$ cat src/bdcr_pkg.sv
// ***************************************************************
// types and constants
// ***************************************************************
package bdcr_pkg;
   // register addresses
   localparam logic [7:0] ADDR_CURRENT_LIMIT_CONFIG = 8'h02;
   localparam logic [7:0] ADDR_SOFT_START_TIME = 8'h03;
   localparam logic [7:0] ADDR_STARTUP_COMMUTATION_PERIOD = 8'h04;
   localparam logic [7:0] ADDR_DRIVE_SHAPE_LEAD_LOW = 8'h05;
   localparam logic [7:0] ADDR_LEAD_ANGLE_HIGH_DUTY = 8'h06;
   localparam logic [7:0] ADDR_LEAD_ANGLE_LIMIT = 8'h07;
   localparam logic [7:0] ADDR_SIX_WINDOW_TIMING = 8'h08;
   localparam logic [7:0] ADDR_PROPORTIONAL_GAIN = 8'h09;
   localparam int NUM_REGS = 8;
   // writable bit masks, index 0 = offset 0x02
   localparam logic [63:0] WR_MASKS = 64'h77FF_1F1F_9FFF_3F3F;
   localparam logic [7:0] REG_RESET = 8'h00;
   // field positions
   localparam int ILIM_RANGE_BIT = 5;
   localparam int ILIM_CUT_DIS_BIT = 4;
   localparam int OC_SEL_LSB = 2;
   localparam int CUT_RATE_LSB = 0;
   localparam int SHAPE_BIT = 7;
   localparam int GAIN_COARSE_LSB = 4;
   localparam int GAIN_FINE_LSB = 0;
   localparam int ZC_WIDTH_LSB = 4;
   localparam int ZC_MASK_LSB = 0;
   // thresholds in units of 0.125 mV
   localparam logic [10:0] ILIM_LOW_UNITS = 11'h190;
   localparam logic [10:0] ILIM_HIGH_UNITS = 11'h320;
   localparam logic [10:0] OC_LOW_BASE_UNITS = 11'h258;
   localparam logic [10:0] OC_HIGH_BASE_UNITS = 11'h3E8;
   localparam logic [10:0] OC_STEP_UNITS = 11'h0C8;
   localparam int SOFT_START_STEPS = 16;
   // duty cut rates in units of 0.01 %
   localparam logic [8:0] CUT_RATE_0 = 9'h00A;
   localparam logic [8:0] CUT_RATE_1 = 9'h082;
   localparam logic [8:0] CUT_RATE_2 = 9'h0FA;
   localparam logic [8:0] CUT_RATE_3 = 9'h1FB;
   // time steps: 0.102 s and 1.024 ms
   localparam int SOFT_START_STEP_US = 102000;
   localparam int COMMUTATION_STEP_NS = 1024000;
   localparam int CLK_PERIOD_NS = 10;
   localparam int COMM_STEP_CYCLES = COMMUTATION_STEP_NS / CLK_PERIOD_NS;
   localparam int SOFT_STEP_CYCLES = SOFT_START_STEP_US * 1000 / CLK_PERIOD_NS;
   // angles in units of 0.125 deg
   localparam logic [8:0] ANGLE_LSB_UNITS = 9'h00F;
   localparam logic [8:0] ZC_WIDTH_BASE = 9'h078;
   localparam logic [8:0] ZC_WIDTH_STEP = 9'h01E;
   localparam logic [8:0] ZC_WIDTH_HI_BASE = 9'h14A;
   localparam logic [2:0] GAIN_CUT_CODE = 3'h7;

   typedef struct packed {
      logic [10:0] ilim_units;
      logic [10:0] ilim_step_units;
      logic [10:0] oc_units;
      logic duty_cut_enable;
      logic [8:0] cut_rate;
      logic [5:0] soft_start_duration;
      logic [7:0] startup_commutation_time;
      logic drive_shape_select;
      logic [8:0] lead_angle_units;
      logic [8:0] zc_width_units;
      logic [8:0] zc_mask_units;
      logic [6:0] gain_coarse;
      logic [3:0] gain_fine_eighths;
   } bdcr_cfg_t;
endpackage : bdcr_pkg

$ cat src/bdcr_regs.sv
`timescale 1ns/10ps
module bdcr_regs (
   // clock and reset
   input wire logic ref_clk_i,
   input wire logic sys_rst_i,
   input wire logic clk_en_i,
   // register port
   input wire logic wr_en_i,
   input wire logic [7:0] addr_i,
   input wire logic [7:0] wdata_i,
   output logic [7:0] rdata_o,
   output logic wr_reject_o,
   // device state
   input wire logic standby_i,
   input wire logic main_write_lock_i,
   input wire logic [7:0] out_duty_i,
   // decoded configuration
   output bdcr_pkg::bdcr_cfg_t cfg_o,
   output logic commutation_tick_o,
   output logic soft_start_tick_o
);
   // ***************************************************************
   // register file
   // ***************************************************************
   logic [7:0] regs_q [bdcr_pkg::NUM_REGS];
   logic lock_seen_q;
   logic [7:0] idx;
   logic hit;
   logic wr_ok;

   assign idx = addr_i - bdcr_pkg::ADDR_CURRENT_LIMIT_CONFIG;
   assign hit = (addr_i >= bdcr_pkg::ADDR_CURRENT_LIMIT_CONFIG) &&
                (addr_i <= bdcr_pkg::ADDR_PROPORTIONAL_GAIN);
   assign wr_ok = hit && standby_i && !main_write_lock_i && !lock_seen_q;

   // lock is sticky: once seen, writes stay refused
   always_ff @(posedge ref_clk_i) begin
      if (sys_rst_i) begin
         lock_seen_q <= 1'b0;
      end else if (clk_en_i && main_write_lock_i) begin
         lock_seen_q <= 1'b1;
      end
   end

   genvar g;
   generate
      for (g = 0; g < bdcr_pkg::NUM_REGS; g++) begin : g_reg
         always_ff @(posedge ref_clk_i) begin
            if (sys_rst_i) begin
               regs_q[g] <= bdcr_pkg::REG_RESET;
            end else if (clk_en_i && wr_en_i && wr_ok && idx == 8'(g)) begin
               regs_q[g] <= wdata_i & bdcr_pkg::WR_MASKS[g*8 +: 8];
            end
         end
      end
   endgenerate

   always_ff @(posedge ref_clk_i) begin
      if (sys_rst_i) begin
         rdata_o <= 8'h00;
         wr_reject_o <= 1'b0;
      end else if (clk_en_i) begin
         rdata_o <= hit ? regs_q[idx[2:0]] : 8'h00;
         wr_reject_o <= wr_en_i && !wr_ok;
      end
   end

   // ***************************************************************
   // field decode
   // ***************************************************************
   logic [7:0] r_cl, r_ss, r_sc, r_lo, r_hi, r_lim, r_six, r_pg;
   assign r_cl = regs_q[0];
   assign r_ss = regs_q[1];
   assign r_sc = regs_q[2];
   assign r_lo = regs_q[3];
   assign r_hi = regs_q[4];
   assign r_lim = regs_q[5];
   assign r_six = regs_q[6];
   assign r_pg = regs_q[7];

   logic range_hi;
   logic [1:0] oc_code, rate_code;
   logic [3:0] w_code, m_code;
   logic [2:0] c_code, f_code;
   assign range_hi = r_cl[bdcr_pkg::ILIM_RANGE_BIT];
   assign oc_code = r_cl[bdcr_pkg::OC_SEL_LSB +: 2];
   assign rate_code = r_cl[bdcr_pkg::CUT_RATE_LSB +: 2];
   assign w_code = r_six[bdcr_pkg::ZC_WIDTH_LSB +: 4];
   assign m_code = r_six[bdcr_pkg::ZC_MASK_LSB +: 4];
   assign c_code = r_pg[bdcr_pkg::GAIN_COARSE_LSB +: 3];
   assign f_code = r_pg[bdcr_pkg::GAIN_FINE_LSB +: 3];

   // lead angle: lo + (hi - lo) * duty / 256, then clamp
   logic [4:0] la_lo, la_hi, la_lim, la_int, la_eff;
   logic [13:0] la_mix;
   assign la_lo = r_lo[4:0];
   assign la_hi = r_hi[4:0];
   assign la_lim = r_lim[4:0];
   assign la_mix = 14'(la_lo) * 14'(9'h100 - 9'(out_duty_i)) +
                   14'(la_hi) * 14'(out_duty_i);
   assign la_int = la_mix[12:8];
   assign la_eff = (la_int > la_lim) ? la_lim : la_int;

   bdcr_pkg::bdcr_cfg_t cfg_d;
   always_comb begin
      cfg_d = '0;
      cfg_d.ilim_units = range_hi ? bdcr_pkg::ILIM_HIGH_UNITS
                                  : bdcr_pkg::ILIM_LOW_UNITS;
      cfg_d.ilim_step_units = cfg_d.ilim_units / 11'(bdcr_pkg::SOFT_START_STEPS);
      cfg_d.oc_units = (range_hi ? bdcr_pkg::OC_HIGH_BASE_UNITS
                                 : bdcr_pkg::OC_LOW_BASE_UNITS)
                       + 11'(oc_code) * bdcr_pkg::OC_STEP_UNITS;
      cfg_d.duty_cut_enable = !r_cl[bdcr_pkg::ILIM_CUT_DIS_BIT];
      case (rate_code)
         2'h0: cfg_d.cut_rate = bdcr_pkg::CUT_RATE_0;
         2'h1: cfg_d.cut_rate = bdcr_pkg::CUT_RATE_1;
         2'h2: cfg_d.cut_rate = bdcr_pkg::CUT_RATE_2;
         default: cfg_d.cut_rate = bdcr_pkg::CUT_RATE_3;
      endcase
      cfg_d.soft_start_duration = r_ss[5:0];
      cfg_d.startup_commutation_time = r_sc;
      cfg_d.drive_shape_select = r_lo[bdcr_pkg::SHAPE_BIT];
      cfg_d.lead_angle_units = 9'(la_eff) * bdcr_pkg::ANGLE_LSB_UNITS;
      if (w_code < 4'h8) begin
         cfg_d.zc_width_units = bdcr_pkg::ZC_WIDTH_BASE
                                + 9'(w_code) * bdcr_pkg::ZC_WIDTH_STEP;
      end else begin
         cfg_d.zc_width_units = bdcr_pkg::ZC_WIDTH_HI_BASE
                                + 9'(w_code - 4'h7) * bdcr_pkg::ANGLE_LSB_UNITS;
      end
      cfg_d.zc_mask_units = 9'(5'(m_code) + 5'h01) * bdcr_pkg::ANGLE_LSB_UNITS;
      cfg_d.gain_coarse = (c_code == bdcr_pkg::GAIN_CUT_CODE) ? 7'h00
                                                               : 7'(8'h01 << c_code);
      cfg_d.gain_fine_eighths = 4'h8 - 4'(f_code);
   end

   always_ff @(posedge ref_clk_i) begin
      if (sys_rst_i) begin
         cfg_o <= '0;
      end else if (clk_en_i) begin
         cfg_o <= cfg_d;
      end
   end

   // ***************************************************************
   // timing ticks
   // ***************************************************************
   // commutation tick every 1.024 ms * (code+1)
   logic [16:0] comm_cnt_q;
   logic [7:0] comm_mul_q;
   always_ff @(posedge ref_clk_i) begin
      if (sys_rst_i) begin
         comm_cnt_q <= '0;
         comm_mul_q <= '0;
         commutation_tick_o <= 1'b0;
      end else if (clk_en_i) begin
         commutation_tick_o <= 1'b0;
         if (comm_cnt_q == 17'(bdcr_pkg::COMM_STEP_CYCLES - 1)) begin
            comm_cnt_q <= '0;
            if (comm_mul_q >= r_sc) begin
               comm_mul_q <= '0;
               commutation_tick_o <= 1'b1;
            end else begin
               comm_mul_q <= comm_mul_q + 8'h01;
            end
         end else begin
            comm_cnt_q <= comm_cnt_q + 17'h00001;
         end
      end
   end

   // soft start step tick: duration (code+1)*0.102 s over 16 steps
   logic [23:0] ss_cnt_q;
   logic [5:0] ss_mul_q;
   always_ff @(posedge ref_clk_i) begin
      if (sys_rst_i) begin
         ss_cnt_q <= '0;
         ss_mul_q <= '0;
         soft_start_tick_o <= 1'b0;
      end else if (clk_en_i) begin
         soft_start_tick_o <= 1'b0;
         if (ss_cnt_q == 24'(bdcr_pkg::SOFT_STEP_CYCLES / bdcr_pkg::SOFT_START_STEPS - 1)) begin
            ss_cnt_q <= '0;
            if (ss_mul_q >= r_ss[5:0]) begin
               ss_mul_q <= '0;
               soft_start_tick_o <= 1'b1;
            end else begin
               ss_mul_q <= ss_mul_q + 6'h01;
            end
         end else begin
            ss_cnt_q <= ss_cnt_q + 24'h000001;
         end
      end
   end
endmodule // bdcr_regs

$ cat config.mk
export PLATFORM = sky130hd
export DESIGN_NAME = bdcr_regs
export DESIGN_NICKNAME = d
export VERILOG_FILES = /design/src/bdcr_pkg.sv /design/src/bdcr_regs.sv
export SDC_FILE = /design/constraint.sdc
export NUM_CORES = 1
export LEC_CHECK = 0
export BUFFER_PORTS_ARGS = -buffer_cell sky130_fd_sc_hd__buf_2
export CORE_MARGIN = 3
export CORE_UTILIZATION = 45
export CTS_CLUSTER_DIAMETER = 100
export CTS_CLUSTER_SIZE = 10
export DETAILED_ROUTE_END_ITERATION = 16
export PLACE_DENSITY_LB_ADDON = 0.08
export SLEW_MARGIN = 15
export SYNTH_ARGS = -nofsm -noshare
export SYNTH_HDL_FRONTEND = slang
export SYNTH_SLANG_ARGS = --single-unit
$ cat constraint.sdc
create_clock -name ref_clk_i -period 24.8 [get_ports ref_clk_i]
set_input_delay 2.48 -clock ref_clk_i [delete_from_list [all_inputs] [get_ports ref_clk_i]]
set_output_delay 2.48 -clock ref_clk_i [all_outputs]
set_load 0.01 [all_outputs]
==> results of run 1 <==
==> cell type report <==
class                   count  area [sq um]
repair buffers            127           658
clock inverters            15           195
multi-input cells         997          8170
fillers                  2749         14200
flip-flops and latches    186          4220
clock buffers              17           425
inverters                 170           638
well taps                 384           480
==> routing by layer <==
layer	track usage, %	up-vias	wire length, um
li1	-	4826	-
met1	27.9	4644	14800
met2	32.2	173	14000
met3	4.13	24	1450
met4	3.77	4	342
met5	0	-	21
==> cells in the final DEF, fill, tap and decap left out, drive strengths merged, types with 7 or more instances in the layout <==
master / synthesis / layout
nand3: 25 / 25
a211oi: 23 / 23
nor2b: 9 / 9
conb: 1 / 16
nand2: 74 / 74
nand4: 15 / 15
clkbuf: 40 / 17
xor2: 43 / 43
edfxtp: 50 / 50
a21o: 10 / 10
mux2i: 41 / 41
dfxtp: 136 / 136
a31o: 7 / 7
ha: 122 / 122
buf: 39 / 127
xnor2: 44 / 44
and3: 22 / 22
nor3: 21 / 21
nor2: 145 / 145
nor4: 9 / 9
mux2: 9 / 9
a21oi: 56 / 56
fa: 83 / 83
inv: 169 / 178
o21ai: 23 / 23
mux4: 9 / 9
and2: 111 / 111
==> through the flow <==
| step | hold WS [ps] | instance area (sq um) | cells |
|---|---|---|---|
| CTS | 467 | 14800 | 1896 |
| global route | 489 | 14800 | 1896 |
| global placement | 448 | 14200 | 1864 |
| finish | 465 | 14800 | 1896 |
| detailed placement | 454 | 14200 | 1864 |
| floorplan | 429 | 13500 | 1432 |
==> power by group through the flow <==
stage / combinational [mW] / clock [mW] / sequential (mW)
2_1_floorplan: 0.328 / 0 / 0.343
3_3_place_gp: 0.437 / 0 / 0.342
3_5_place_dp: 0.439 / 0 / 0.342
4_1_cts: 0.444 / 0.295 / 0.335
5_1_grt: 0.518 / 0.307 / 0.337
6_report: 0.437 / 0.290 / 0.335
==> registers in the layout, indices dropped and copies added (netlist names) <==
| name | count |
|---|---|
| cfg_o | 69 |
| regs_q | 50 |
| ss_cnt_q | 24 |
| comm_cnt_q | 17 |
| comm_mul_q | 8 |
| rdata_o | 8 |
| ss_mul_q | 6 |
| commutation_tick_o | 1 |
| lock_seen_q | 1 |
| soft_start_tick_o | 1 |
| wr_reject_o | 1 |
==> worst max-delay path, delay by kind of cell <==
kind | cells | cell delay, ps
adder cells (fa/ha/maj) | 11 | 4610
AO/OA/AOI/OAI | 10 | 2590
AND/OR/NAND/NOR | 4 | 990
multiplexers | 2 | 820
XOR/XNOR | 2 | 530
buffers and inverters | 7 | 510
==> logic make-up after synthesis <==
| group | count (synthesis) | share of synthesized area, % |
|---|---|---|
| AO/OA/AOI/OAI | 162 | 7.87 |
| XOR/XNOR | 87 | 5.68 |
| adder cells (fa/ha/maj) | 205 | 23.8 |
| buffers and inverters | 249 | 7.96 |
| flip-flops | 186 | 31.5 |
| multiplexers | 59 | 5.33 |
| other | 1 | 0.0280 |
| AND/OR/NAND/NOR | 468 | 17.8 |
==> worst max path at each step <==
stage	from	slack (ps)	end	cells past startpoint
floorplan	out_duty_i[0]	12820	cfg_o[36]	36
global placement	out_duty_i[0]	12340	cfg_o[36]	36
detailed placement	out_duty_i[0]	12120	cfg_o[36]	36
CTS	out_duty_i[0]	12570	cfg_o[36]	36
global route	out_duty_i[0]	11920	cfg_o[36]	36
finish	out_duty_i[0]	12590	cfg_o[36]	36
==> impl_results.html, run 1 <==
<table>
<tr><th>Metric</th><th>Value</th></tr>
<tr><th colspan="2">Status</th></tr>
<tr><td>Run status</td><td>complete, no violations</td></tr>
<tr><th colspan="2">Global route</th></tr>
<tr><td>Via count of the first global-routing pass</td><td>9642</td></tr>
<tr><td>Global-route wire length before repair</td><td>50700 um</td></tr>
<tr><td>Maximum number of pins on one net before global-route repair</td><td>77</td></tr>
<tr><td>Antenna violations before repair</td><td>2</td></tr>
<tr><td>Total global-route track usage</td><td>19.9%</td></tr>
<tr><td>Overall overflow remaining after global route</td><td>0</td></tr>
<tr><th colspan="2">Place</th></tr>
<tr><td>Number of I/O port buffers</td><td>120</td></tr>
<tr><td>Post-DP HPWL</td><td>23300 um</td></tr>
<tr><td>Pre-CTS WS</td><td>12120 ps</td></tr>
<tr><td>Final weighted congestion in routability-driven placement</td><td>0.822</td></tr>
<tr><th colspan="2">Synth</th></tr>
<tr><td>Count of cell types in the netlist</td><td>71</td></tr>
<tr><td>Cell taking the most area after synthesis</td><td>sky130_fd_sc_hd__dfxtp_1</td></tr>
<tr><td>Ys async rst share</td><td>0%</td></tr>
<tr><td>Area share of the largest cell type after synthesis</td><td>20.3%</td></tr>
<tr><td>Most used DFF post-synth</td><td>sky130_fd_sc_hd__dfxtp_1</td></tr>
<tr><td>Mapped Cells</td><td>1417</td></tr>
<tr><td>Top area cells in the synthesized netlist</td><td>sky130_fd_sc_hd__dfxtp_1 20%, sky130_fd_sc_hd__fa_1 12%, sky130_fd_sc_hd__ha_1 11%</td></tr>
<tr><td>Cell Area, Synth</td><td>13400 sq um</td></tr>
<tr><td>Share of the yosys chip area belonging to registers</td><td>31.5%</td></tr>
<tr><td>Total of flip-flops plus latches after synthesis</td><td>186</td></tr>
<tr><td>Count of flip-flops with a built-in enable after synthesis</td><td>50</td></tr>
<tr><td>Most used standard cells in the synthesized netlist</td><td>169 x sky130_fd_sc_hd__inv_1, 145 x sky130_fd_sc_hd__nor2_1, 136 x sky130_fd_sc_hd__dfxtp_1, 122 x sky130_fd_sc_hd__ha_1, 111 x sky130_fd_sc_hd__and2_1</td></tr>
<tr><td>Syn_area_per_cell</td><td>9.46 sq um</td></tr>
<tr><td>Most frequently used cell type in the post-synthesis netlist</td><td>sky130_fd_sc_hd__inv_1</td></tr>
<tr><td>Number of warning messages in the yosys log</td><td>0</td></tr>
<tr><th colspan="2">CTS</th></tr>
<tr><td>Number of buffers created by CTS</td><td>17</td></tr>
<tr><td>Clk Latency, worst-skew pair</td><td>430 ps</td></tr>
<tr><td>Buffers from clock root to sink, at most</td><td>2</td></tr>
<tr><td>Clock-pin slew on the worst setup and hold paths</td><td>80 ps</td></tr>
<tr><td>CTS Sinks</td><td>186</td></tr>
<tr><td>Total number of H-tree levels</td><td>4</td></tr>
<tr><td>Post-cts gate resize count</td><td>0</td></tr>
<tr><td>TritonCTS clock tree</td><td>done</td></tr>
<tr><td>Clock root buffer</td><td>sky130_fd_sc_hd__clkbuf_16</td></tr>
<tr><td>Number of buffers inserted by post-CTS setup repair</td><td>0</td></tr>
<tr><td>Count of hold-fix buffers inserted at cts</td><td>0</td></tr>
<tr><th colspan="2">Power</th></tr>
<tr><td>Net Sw Power</td><td>0.401 mW</td></tr>
<tr><td>Overall power of the completed layout</td><td>1.06 mW</td></tr>
<tr><td>Areal power density over the cells</td><td>71.8 nW/um^2</td></tr>
<tr><td>Proportion of total power due to net switching</td><td>37.8%</td></tr>
<tr><td>Cell leakage power</td><td>6.85 nW</td></tr>
<tr><td>Portion of total power attributed to combinational logic</td><td>41.2%</td></tr>
<tr><td>Proportion of power drawn by flip-flops and latches</td><td>31.6%</td></tr>
<tr><td>Max IR drop VDD</td><td>0.0928 mV</td></tr>
<tr><td>Part of the total power dissipated in the clock network</td><td>27.3%</td></tr>
<tr><td>Cell-internal power</td><td>0.661 mW</td></tr>
<tr><th colspan="2">Worst setup path</th></tr>
<tr><td>Kind of capture point of the worst setup path</td><td>flop</td></tr>
<tr><td>Worst reg2reg startpoint</td><td>regs_q[4][3]</td></tr>
<tr><td>Peak per-stage delay on the critical path</td><td>590 ps</td></tr>
<tr><td>Critical path type</td><td>in -&gt; reg</td></tr>
<tr><td>Number of cell instances on the worst register-to-register path</td><td>30</td></tr>
<tr><td>Register-to-register setup slack</td><td>15050 ps</td></tr>
<tr><td>Critical path arrival</td><td>12540 ps</td></tr>
<tr><td>Critical Path Most Common Cell</td><td>sky130_fd_sc_hd__fa_1</td></tr>
<tr><td>Startpoint kind of the worst setup timing path</td><td>primary input</td></tr>
<tr><td>End of the worst register-to-register path</td><td>cfg_o[36]</td></tr>
<tr><td>Required @ worst endpoint</td><td>25130 ps</td></tr>
<tr><td>Slowest cell on crit path</td><td>sky130_fd_sc_hd__a31oi_1</td></tr>
<tr><td>Maximum fanout along the worst path</td><td>11</td></tr>
<tr><th colspan="2">Die</th></tr>
<tr><td>Starting utilization of the core area</td><td>46.2%</td></tr>
<tr><td>Core Footprint</td><td>29000 sq um</td></tr>
<tr><td>Io pins</td><td>137</td></tr>
<tr><td>Die X</td><td>179 um</td></tr>
<tr><td>Area enclosed by the die boundary</td><td>31900 sq um</td></tr>
<tr><td>Number of placement rows</td><td>62</td></tr>
<tr><td>Die outline height</td><td>179 um</td></tr>
<tr><th colspan="2">Detailed routing</th></tr>
<tr><td>Detailed Route WL</td><td>30600 um</td></tr>
<tr><td>Vias per cell</td><td>5.10</td></tr>
<tr><td>DR iter-0 viols</td><td>517</td></tr>
<tr><td>Drt pass-1 iters</td><td>5</td></tr>
<tr><td>Average routed wire per standard cell</td><td>16.2 um</td></tr>
<tr><td>Via Count</td><td>9671</td></tr>
<tr><td>Remaining DRCs</td><td>0</td></tr>
<tr><td>Post-detailed-route count of antenna-violating nets</td><td>0</td></tr>
<tr><th colspan="2">STA</th></tr>
<tr><td>Final Hold Vio Count</td><td>0</td></tr>
<tr><td>Final setup viols</td><td>0</td></tr>
<tr><td>Fin Clk Skew</td><td>11.4 ps</td></tr>
<tr><td>Count of pins over their slew limit</td><td>0</td></tr>
<tr><td>Maximum operating frequency</td><td>81.9 MHz</td></tr>
<tr><td>Fin crit period</td><td>12210 ps</td></tr>
<tr><td>Final worst-path cycle share</td><td>49.2%</td></tr>
<tr><td>Worst slew margin relative to its limit</td><td>38.8%</td></tr>
<tr><td>Slew @ Worst Pin</td><td>908 ps</td></tr>
<tr><td>Setup TNS after final layout</td><td>0 ps</td></tr>
<tr><td>Worst setup margin</td><td>12590 ps</td></tr>
<tr><td>Unrepaired setup endpoints after global routing</td><td>false</td></tr>
<tr><th colspan="2">Finish</th></tr>
<tr><td>Proportion of layout cells with a drive suffix above 1</td><td>13.1%</td></tr>
<tr><td>Number of antenna repair diodes</td><td>0</td></tr>
<tr><td>Syn-to-layout area delta</td><td>10.3%</td></tr>
<tr><td>Share of the core filled with cells in the final layout</td><td>51.0%</td></tr>
<tr><td>Nets@finish</td><td>1734</td></tr>
<tr><th colspan="2">Run</th></tr>
<tr><td>Number of max-cap violations</td><td>0</td></tr>
<tr><th colspan="2">Hold path</th></tr>
<tr><td>Origin of the worst min-delay path</td><td>cfg_o[9]</td></tr>
<tr><td>Worst hold path stage count</td><td>2</td></tr>
<tr><td>Path class of the lowest-slack min-delay path</td><td>reg -&gt; reg</td></tr>
<tr><td>Terminating pin of the worst hold path</td><td>cfg_o[9]</td></tr>
</table>
Note: power is estimated with default switching activity, not from simulation.
==> run 2: changes to the inputs <==
clock period = 11.11 ns   (was 24.8 ns; I/O delays follow)
==> run 2 against run 1 <==
Net effect: final area increased by 0.18%; critical path type unchanged; first-iteration DRC count decreased by 14%; clock-buffer cell count unchanged; cell count increased by 0.16%; highest routed layer unchanged.
==> impl_results.html, run 2 (synthesis gave the netlist of run 1 again) <==
<table>
<tr><th>Metric</th><th>Value</th></tr>
<tr><th colspan="2">Status</th></tr>
<tr><td>Run status</td><td>complete, no violations</td></tr>
<tr><th colspan="2">CTS</th></tr>
<tr><td>Buffers from clock root to sink, at most</td><td>2</td></tr>
<tr><td>Number of buffers created by CTS</td><td>17</td></tr>
<tr><td>Clock-pin slew on the worst setup and hold paths</td><td>80 ps</td></tr>
<tr><td>CTS Sinks</td><td>186</td></tr>
<tr><td>Count of hold-fix buffers inserted at cts</td><td>0</td></tr>
<tr><td>Clk Latency, worst-skew pair</td><td>440 ps</td></tr>
<tr><td>TritonCTS clock tree</td><td>done</td></tr>
<tr><td>Total number of H-tree levels</td><td>4</td></tr>
<tr><td>Clock root buffer</td><td>sky130_fd_sc_hd__clkbuf_16</td></tr>
<tr><th colspan="2">Worst setup path</th></tr>
<tr><td>Maximum fanout along the worst path</td><td>7</td></tr>
<tr><td>Number of cell instances on the worst register-to-register path</td><td>30</td></tr>
<tr><td>CP delay by family, top</td><td>adder cells</td></tr>
<tr><td>Register-to-register setup slack</td><td>1670 ps</td></tr>
<tr><td>Kind of capture point of the worst setup path</td><td>flop</td></tr>
<tr><td>Slowest cell on crit path</td><td>sky130_fd_sc_hd__fa_1</td></tr>
<tr><td>Peak per-stage delay on the critical path</td><td>580 ps</td></tr>
<tr><td>Worst reg2reg startpoint</td><td>regs_q[4][3]</td></tr>
<tr><td>Critical Path Most Common Cell</td><td>sky130_fd_sc_hd__fa_1</td></tr>
<tr><td>Required @ worst endpoint</td><td>11440 ps</td></tr>
<tr><td>Buf/Inv on CP</td><td>7</td></tr>
<tr><td>Critical path type</td><td>in -&gt; reg</td></tr>
<tr><td>Worst setup path start</td><td>out_duty_i[1]</td></tr>
<tr><td>End of the worst register-to-register path</td><td>cfg_o[36]</td></tr>
<tr><td>Startpoint kind of the worst setup timing path</td><td>primary input</td></tr>
<tr><td>Critical path arrival</td><td>10820 ps</td></tr>
<tr><th colspan="2">STA</th></tr>
<tr><td>Slew @ Worst Pin</td><td>984 ps</td></tr>
<tr><td>Fin crit period</td><td>10500 ps</td></tr>
<tr><td>Setup TNS after final layout</td><td>0 ps</td></tr>
<tr><td>Worst slew margin relative to its limit</td><td>33.7%</td></tr>
<tr><td>Final setup viols</td><td>0</td></tr>
<tr><td>Count of pins over their slew limit</td><td>0</td></tr>
<tr><td>Final Hold Vio Count</td><td>0</td></tr>
<tr><td>Maximum operating frequency</td><td>95.3 MHz</td></tr>
<tr><td>Final worst-path cycle share</td><td>94.5%</td></tr>
<tr><td>Post-route worst hold slack</td><td>464 ps</td></tr>
<tr><td>Fin Clk Skew</td><td>17.9 ps</td></tr>
<tr><td>Unrepaired setup endpoints after global routing</td><td>false</td></tr>
<tr><th colspan="2">Place</th></tr>
<tr><td>Post-DP HPWL</td><td>23500 um</td></tr>
<tr><td>Final weighted congestion in routability-driven placement</td><td>0.849</td></tr>
<tr><td>Number of I/O port buffers</td><td>120</td></tr>
<tr><th colspan="2">Global route</th></tr>
<tr><td>Total global-route track usage</td><td>20.5%</td></tr>
<tr><td>Overall overflow remaining after global route</td><td>0</td></tr>
<tr><td>Via count of the first global-routing pass</td><td>9862</td></tr>
<tr><td>Maximum number of pins on one net before global-route repair</td><td>77</td></tr>
<tr><td>Antenna violations before repair</td><td>4</td></tr>
<tr><td>Global-route wire length before repair</td><td>52000 um</td></tr>
<tr><th colspan="2">Detailed routing</th></tr>
<tr><td>Via Count</td><td>9711</td></tr>
<tr><td>DR iter-0 viols</td><td>446</td></tr>
<tr><td>Post-detailed-route count of antenna-violating nets</td><td>0</td></tr>
<tr><td>Average routed wire per standard cell</td><td>16.3 um</td></tr>
<tr><td>Remaining DRCs</td><td>0</td></tr>
<tr><td>Vias per cell</td><td>5.11</td></tr>
<tr><td>Detailed Route WL</td><td>30900 um</td></tr>
<tr><td>Drt pass-1 iters</td><td>5</td></tr>
<tr><th colspan="2">Hold path</th></tr>
<tr><td>Terminating pin of the worst hold path</td><td>cfg_o[69]</td></tr>
<tr><td>Worst hold path stage count</td><td>2</td></tr>
<tr><td>Origin of the worst min-delay path</td><td>cfg_o[69]</td></tr>
<tr><td>Path class of the lowest-slack min-delay path</td><td>reg -&gt; reg</td></tr>
<tr><th colspan="2">Power</th></tr>
<tr><td>Proportion of total power due to net switching</td><td>37.6%</td></tr>
<tr><td>Max IR drop VDD</td><td>0.184 mV</td></tr>
<tr><td>Overall power of the completed layout</td><td>2.37 mW</td></tr>
<tr><td>Proportion of power drawn by flip-flops and latches</td><td>31.6%</td></tr>
<tr><td>Portion of total power attributed to combinational logic</td><td>41.2%</td></tr>
<tr><td>Net Sw Power</td><td>0.891 mW</td></tr>
<tr><td>Cell-internal power</td><td>1.48 mW</td></tr>
<tr><td>Cell leakage power</td><td>6.86 nW</td></tr>
<tr><td>Part of the total power dissipated in the clock network</td><td>27.2%</td></tr>
<tr><td>Areal power density over the cells</td><td>160 nW/um^2</td></tr>
<tr><th colspan="2">Die</th></tr>
<tr><td>Core Footprint</td><td>29000 sq um</td></tr>
<tr><td>Number of placement rows</td><td>62</td></tr>
<tr><td>Starting utilization of the core area</td><td>46.2%</td></tr>
<tr><td>Die X</td><td>179 um</td></tr>
<tr><td>Die outline height</td><td>179 um</td></tr>
<tr><td>Io pins</td><td>137</td></tr>
<tr><td>Area enclosed by the die boundary</td><td>31900 sq um</td></tr>
<tr><th colspan="2">Finish</th></tr>
<tr><td>Proportion of layout cells with a drive suffix above 1</td><td>13.3%</td></tr>
<tr><td>Most common cell after layout, fill and taps aside</td><td>sky130_fd_sc_hd__inv_1</td></tr>
<tr><td>Nets@finish</td><td>1735</td></tr>
<tr><td>Syn-to-layout area delta</td><td>10.5%</td></tr>
<tr><td>Filler Cells Inserted</td><td>2781</td></tr>
<tr><td>Register cell area after layout</td><td>4220 sq um</td></tr>
<tr><td>Register containing the most flip-flops in the final layout</td><td>cfg_o</td></tr>
<tr><td>Biggest registers after layout</td><td>cfg_o x69, regs_q x50, ss_cnt_q x24</td></tr>
<tr><td>Area of the multi-input gates</td><td>8180 sq um</td></tr>
<tr><td>Commonest cells after routing, fill and taps aside</td><td>168 x sky130_fd_sc_hd__inv_1, 145 x sky130_fd_sc_hd__nor2_1, 136 x sky130_fd_sc_hd__dfxtp_1, 122 x sky130_fd_sc_hd__ha_1, 118 x sky130_fd_sc_hd__buf_2</td></tr>
<tr><td>Max FFs per register</td><td>69</td></tr>
<tr><th colspan="2">Run</th></tr>
<tr><td>Number of max-cap violations</td><td>0</td></tr>
</table>
[run 2: layer usage]
metal	up-vias	wire [um]	global-route usage (%)
li1	4841	-	-
met1	4636	14600	28.0
met4	4	399	4.71
met5	-	21	0
met3	38	1640	4.36
met2	192	14200	33.3
[run 2: final cells by class]
class                           count  area share [%]
Antenna cell                        2          0.0338
Clock buffer                       17            2.87
Clock inverter                     15            1.33
Inverter                          170            4.31
Multi-Input combinational cell    997            55.2
Sequential cell                   186            28.5
Tap cell                          384            3.24
Timing Repair Buffer              128            4.49
[run 2: worst min-delay path, delay by kind of cell (launching register included)]
family,cells,cell delay [ps]
AOI/OAI and AO/OA,1,50
and+or+nand+nor,1,60
DFF,1,320
[run 2: worst max-delay path by stage]
| stage | to | slack [ps] | cells past startpoint |
|---|---|---|---|
| 6_report | cfg_o[36] | 610 | 36 |
| 4_1_cts | cfg_o[36] | 510 | 36 |
| 5_1_grt | cfg_o[36] | 10 | 36 |
| 2_1_floorplan | cfg_o[36] | 500 | 36 |
| 3_3_place_gp | cfg_o[36] | 250 | 36 |
| 3_5_place_dp | cfg_o[36] | 50 | 36 |
[run 2: power by group through the flow]
stage / Clock (mW) / Sequential [mW] / Combinational (mW)
after global routing: 0.682 / 0.753 / 1.15
after floorplan: 0 / 0.767 / 0.732
after CTS: 0.662 / 0.749 / 0.981
final: 0.646 / 0.749 / 0.977
after global placement: 0 / 0.764 / 0.963
after detailed placement: 0 / 0.764 / 0.973
[run 2: per-stage QoR]
| stage | area, sq um | worst slack (ps) | cells | util [%] |
|---|---|---|---|---|
| floorplan | 13500 | 501 | 1432 | - |
| global placement | 14200 | 253 | 1865 | 48.9 |
| detailed placement | 14200 | 52.4 | 1865 | 48.9 |
| CTS | 14800 | 506 | 1897 | 51.0 |
| global route | 14800 | 14.0 | 1899 | 51.1 |
| finish | 14800 | 615 | 1899 | 51.1 |
[run 2: what timing repair did]
item	in CTS	in global routing
endpoints found under the setup margin	0	1
gates resized for setup	0	1
setup buffers	0	0
==> run 3: changes to the inputs <==
ABC_AREA = 1   (was not set)
clock period = 8.4 ns   (was 11.11 ns; I/O delays follow)
==> run 3 against run 2 <==
Net effect: first-iteration DRC count up 50%; cell count grew 29%; final area up 11%; flip-flop and latch count unchanged; highest routed layer is now met4; worst hold slack improved by 3.6 ps; clock skew fell by 1.6 ps; worst setup slack worse by 270 ps; combinational power grew to 3.4 times the previous value; total power rose by 120%; wire length rose by 19%; clock-buffer cell count stayed put.
==> impl_results.html, run 3 <==
<table>
<tr><th>Metric</th><th>Value</th></tr>
<tr><th colspan="2">Status</th></tr>
<tr><td>Run status</td><td>complete, no violations</td></tr>
<tr><th colspan="2">Synth</th></tr>
<tr><td>Cell Area, Synth</td><td>14300 sq um</td></tr>
<tr><td>Area share of the largest cell type after synthesis</td><td>19.0%</td></tr>
<tr><td>Most used DFF post-synth</td><td>sky130_fd_sc_hd__dfxtp_1</td></tr>
<tr><td>Top area cells in the synthesized netlist</td><td>sky130_fd_sc_hd__dfxtp_1 19%, sky130_fd_sc_hd__fa_1 12%, sky130_fd_sc_hd__ha_1 11%</td></tr>
<tr><td>Most frequently used cell type in the post-synthesis netlist</td><td>sky130_fd_sc_hd__nand2_1</td></tr>
<tr><td>Share of the yosys chip area belonging to registers</td><td>29.5%</td></tr>
<tr><td>Total of flip-flops plus latches after synthesis</td><td>186</td></tr>
<tr><td>Most used standard cells in the synthesized netlist</td><td>364 x sky130_fd_sc_hd__nand2_1, 348 x sky130_fd_sc_hd__inv_1, 240 x sky130_fd_sc_hd__nor2_1, 136 x sky130_fd_sc_hd__dfxtp_1, 122 x sky130_fd_sc_hd__ha_1</td></tr>
<tr><td>Count of flip-flops with a built-in enable after synthesis</td><td>50</td></tr>
<tr><td>Number of warning messages in the yosys log</td><td>0</td></tr>
<tr><td>Ys async rst share</td><td>0%</td></tr>
<tr><td>Mapped Cells</td><td>1905</td></tr>
<tr><td>Count of cell types in the netlist</td><td>52</td></tr>
<tr><td>Syn_area_per_cell</td><td>7.51 sq um</td></tr>
<tr><td>Cell taking the most area after synthesis</td><td>sky130_fd_sc_hd__dfxtp_1</td></tr>
<tr><th colspan="2">Finish</th></tr>
<tr><td>Proportion of layout cells with a drive suffix above 1</td><td>14.1%</td></tr>
<tr><td>Register cell area after layout</td><td>4220 sq um</td></tr>
<tr><td>Filler Cells Inserted</td><td>3077</td></tr>
<tr><td>Most common cell after layout, fill and taps aside</td><td>sky130_fd_sc_hd__nand2_1</td></tr>
<tr><td>Syn-to-layout area delta</td><td>14.5%</td></tr>
<tr><td>Area of the multi-input gates</td><td>8670 sq um</td></tr>
<tr><td>Biggest registers after layout</td><td>cfg_o x69, regs_q x50, ss_cnt_q x24</td></tr>
<tr><td>Nets@finish</td><td>2275</td></tr>
<tr><td>Number of antenna repair diodes</td><td>0</td></tr>
<tr><td>Commonest cells after routing, fill and taps aside</td><td>356 x sky130_fd_sc_hd__nand2_1, 346 x sky130_fd_sc_hd__inv_1, 234 x sky130_fd_sc_hd__nor2_1, 136 x sky130_fd_sc_hd__dfxtp_1, 119 x sky130_fd_sc_hd__buf_2</td></tr>
<tr><td>Max FFs per register</td><td>69</td></tr>
<tr><td>Register containing the most flip-flops in the final layout</td><td>cfg_o</td></tr>
<tr><th colspan="2">Worst setup path</th></tr>
<tr><td>Startpoint kind of the worst setup timing path</td><td>primary input</td></tr>
<tr><td>Slowest cell on crit path</td><td>sky130_fd_sc_hd__fa_1</td></tr>
<tr><td>Critical path type</td><td>in -&gt; reg</td></tr>
<tr><td>Maximum fanout along the worst path</td><td>7</td></tr>
<tr><td>Required @ worst endpoint</td><td>8790 ps</td></tr>
<tr><td>Kind of capture point of the worst setup path</td><td>flop</td></tr>
<tr><td>Peak per-stage delay on the critical path</td><td>550 ps</td></tr>
<tr><td>Critical path arrival</td><td>8450 ps</td></tr>
<tr><td>Critical Path Most Common Cell</td><td>sky130_fd_sc_hd__nand2_1</td></tr>
<tr><th colspan="2">STA</th></tr>
<tr><td>Final setup viols</td><td>0</td></tr>
<tr><td>Maximum operating frequency</td><td>124 MHz</td></tr>
<tr><td>Final Hold Vio Count</td><td>0</td></tr>
<tr><td>Slew @ Worst Pin</td><td>903 ps</td></tr>
<tr><td>Count of pins over their slew limit</td><td>0</td></tr>
<tr><td>Post-route worst hold slack</td><td>467 ps</td></tr>
<tr><td>Fin Clk Skew</td><td>16.3 ps</td></tr>
<tr><td>Final worst-path cycle share</td><td>96.0%</td></tr>
<tr><td>Fin crit period</td><td>8060 ps</td></tr>
<tr><td>Worst slew margin relative to its limit</td><td>39.3%</td></tr>
<tr><th colspan="2">CTS</th></tr>
<tr><td>Clock-pin slew on the worst setup and hold paths</td><td>70 ps</td></tr>
<tr><td>Number of buffers created by CTS</td><td>17</td></tr>
<tr><td>CTS Sinks</td><td>186</td></tr>
<tr><td>Clk Latency, worst-skew pair</td><td>450 ps</td></tr>
<tr><td>TritonCTS clock tree</td><td>done</td></tr>
<tr><td>Buffers from clock root to sink, at most</td><td>2</td></tr>
<tr><td>Count of hold-fix buffers inserted at cts</td><td>0</td></tr>
<tr><td>Total number of H-tree levels</td><td>4</td></tr>
<tr><td>Clock root buffer</td><td>sky130_fd_sc_hd__clkbuf_16</td></tr>
<tr><th colspan="2">Power</th></tr>
<tr><td>Overall power of the completed layout</td><td>5.18 mW</td></tr>
<tr><td>Areal power density over the cells</td><td>316 nW/um^2</td></tr>
<tr><td>Portion of total power attributed to combinational logic</td><td>64.6%</td></tr>
<tr><td>Proportion of power drawn by flip-flops and latches</td><td>19.6%</td></tr>
<tr><td>Max IR drop VDD</td><td>0.551 mV</td></tr>
<tr><td>Proportion of total power due to net switching</td><td>41.8%</td></tr>
<tr><td>Cell-internal power</td><td>3.01 mW</td></tr>
<tr><td>Cell leakage power</td><td>8.18 nW</td></tr>
<tr><td>Net Sw Power</td><td>2.16 mW</td></tr>
<tr><td>Part of the total power dissipated in the clock network</td><td>15.8%</td></tr>
<tr><th colspan="2">Place</th></tr>
<tr><td>Final weighted congestion in routability-driven placement</td><td>0.867</td></tr>
<tr><td>Number of I/O port buffers</td><td>120</td></tr>
<tr><td>Post-DP HPWL</td><td>28700 um</td></tr>
<tr><th colspan="2">Die</th></tr>
<tr><td>Starting utilization of the core area</td><td>46.2%</td></tr>
<tr><td>Number of placement rows</td><td>64</td></tr>
<tr><td>Area enclosed by the die boundary</td><td>34000 sq um</td></tr>
<tr><td>Die X</td><td>184 um</td></tr>
<tr><td>Io pins</td><td>137</td></tr>
<tr><td>Die outline height</td><td>184 um</td></tr>
<tr><td>Core Footprint</td><td>31000 sq um</td></tr>
<tr><th colspan="2">Global route</th></tr>
<tr><td>Total global-route track usage</td><td>22.2%</td></tr>
<tr><td>Global routing met3 resource utilization</td><td>2.94%</td></tr>
<tr><td>GR Layer Usage met2</td><td>37.5%</td></tr>
<tr><td>Busiest layer in global routing</td><td>met2</td></tr>
<tr><td>Global Route met1 Usage</td><td>30.5%</td></tr>
<tr><td>Maximum number of pins on one net before global-route repair</td><td>69</td></tr>
<tr><td>Overall overflow remaining after global route</td><td>0</td></tr>
<tr><td>Global-route wire length before repair</td><td>60600 um</td></tr>
<tr><td>Antenna violations before repair</td><td>0</td></tr>
<tr><td>Via count of the first global-routing pass</td><td>11800</td></tr>
<tr><th colspan="2">Detailed routing</th></tr>
<tr><td>Drt pass-1 iters</td><td>5</td></tr>
<tr><td>Average routed wire per standard cell</td><td>15.1 um</td></tr>
<tr><td>Detailed Route WL</td><td>36900 um</td></tr>
<tr><td>Vias per cell</td><td>5.03</td></tr>
<tr><td>Remaining DRCs</td><td>0</td></tr>
<tr><td>DR iter-0 viols</td><td>668</td></tr>
<tr><td>Post-detailed-route count of antenna-violating nets</td><td>0</td></tr>
<tr><td>Via Count</td><td>12300</td></tr>
<tr><th colspan="2">Run</th></tr>
<tr><td>Number of max-cap violations</td><td>0</td></tr>
<tr><th colspan="2">Hold path</th></tr>
<tr><td>Path class of the lowest-slack min-delay path</td><td>reg -&gt; reg</td></tr>
</table>
-- run 3: changes by cell type in the layout (fill, tap and decap cells not counted), moves of 27 or more --
cell                      previous run  this run
sky130_fd_sc_hd__a21oi_1            56       105
sky130_fd_sc_hd__and2_1            111         0
sky130_fd_sc_hd__buf_4              10        62
sky130_fd_sc_hd__inv_1             168       346
sky130_fd_sc_hd__mux2i_1            41         0
sky130_fd_sc_hd__nand2_1            74       356
sky130_fd_sc_hd__nand3_1            25        80
sky130_fd_sc_hd__nor2_1            145       234
sky130_fd_sc_hd__o21ai_0            23        85
sky130_fd_sc_hd__xnor2_1            44        17
-- run 3: worst max-delay path, delay by kind of cell --
family,cells,cell delay (ps)
and+or+nand+nor,20,1930
xor gates and xnor gates,1,200
AOI/OAI and AO/OA,3,430
buffers and inverters,10,720
adders and majority gates,10,4290
-- run 3: worst paths after layout --
path	start	endpoint	slack, ps	cells after the start
setup / recovery	out_duty_i[0]	cfg_o[37]	340	44
hold / removal	wr_reject_o	wr_reject_o	470	2
setup reg to reg	regs_q[4][4]	cfg_o[37]	720	35
hold reg to reg	wr_reject_o	wr_reject_o	470	2
-- run 3: kinds of logic (layout without fill, tap and decap cells) --
| group | after synthesis | after routing | share of synthesized area (%) |
|---|---|---|---|
| AND/OR/NAND/NOR | 786 | 786 | 23.7 |
| flip-flops | 186 | 186 | 29.5 |
| XOR/XNOR | 42 | 42 | 2.57 |
| adder cells (fa/ha/maj) | 205 | 205 | 22.3 |
| other | 1 | 16 | 0.0262 |
| buffers and inverters | 435 | 568 | 12.3 |
| AO/OA/AOI/OAI | 250 | 250 | 9.57 |
-- run 3: metrics by stage --
step,area [sq um],worst slack (ps),utilization (%),std cells,setup TNS (ps)
CTS,16100,37.9,52.0,2443,0
global route,16400,-64.7,52.9,2449,-135
detailed placement,15500,-400,50.1,2411,-1960
global placement,15500,-231,50.1,2411,-929
floorplan,14400,9.08,-,1920,0
finish,16400,340,52.9,2449,0
-- run 3: layout make-up --
type / instances / share of cell area (%)
Multi-Input combinational cell: 1299 / 52.9
Sequential cell: 186 / 25.8
Inverter: 355 / 8.14
Timing Repair Buffer: 181 / 6.48
Tap cell: 396 / 3.02
Clock buffer: 17 / 2.60
Clock inverter: 15 / 1.05
-- run 3: power groups by stage --
| stage | Clock, mW | Sequential (mW) | Combinational [mW] |
|---|---|---|---|
| finish | 0.820 | 1.01 | 3.34 |
| global route | 0.870 | 1.02 | 3.82 |
| CTS | 0.835 | 1.01 | 3.10 |
| detailed placement | 0 | 1.03 | 3.07 |
| global placement | 0 | 1.03 | 3.03 |
| floorplan | 0 | 1.03 | 2.05 |
-- run 3: routing by layer --
metal / vias up / routed length (um)
met4: 0 / 555
met5: - / 0
met3: 37 / 1510
met2: 244 / 17300
li1: 6256 / -
met1: 5781 / 17600
-- run 3: timing repair --
action                                  4_1_cts  5_1_grt
buffers inserted                              0        6
endpoints found under the setup margin        0        6
gates resized for setup                       0       44
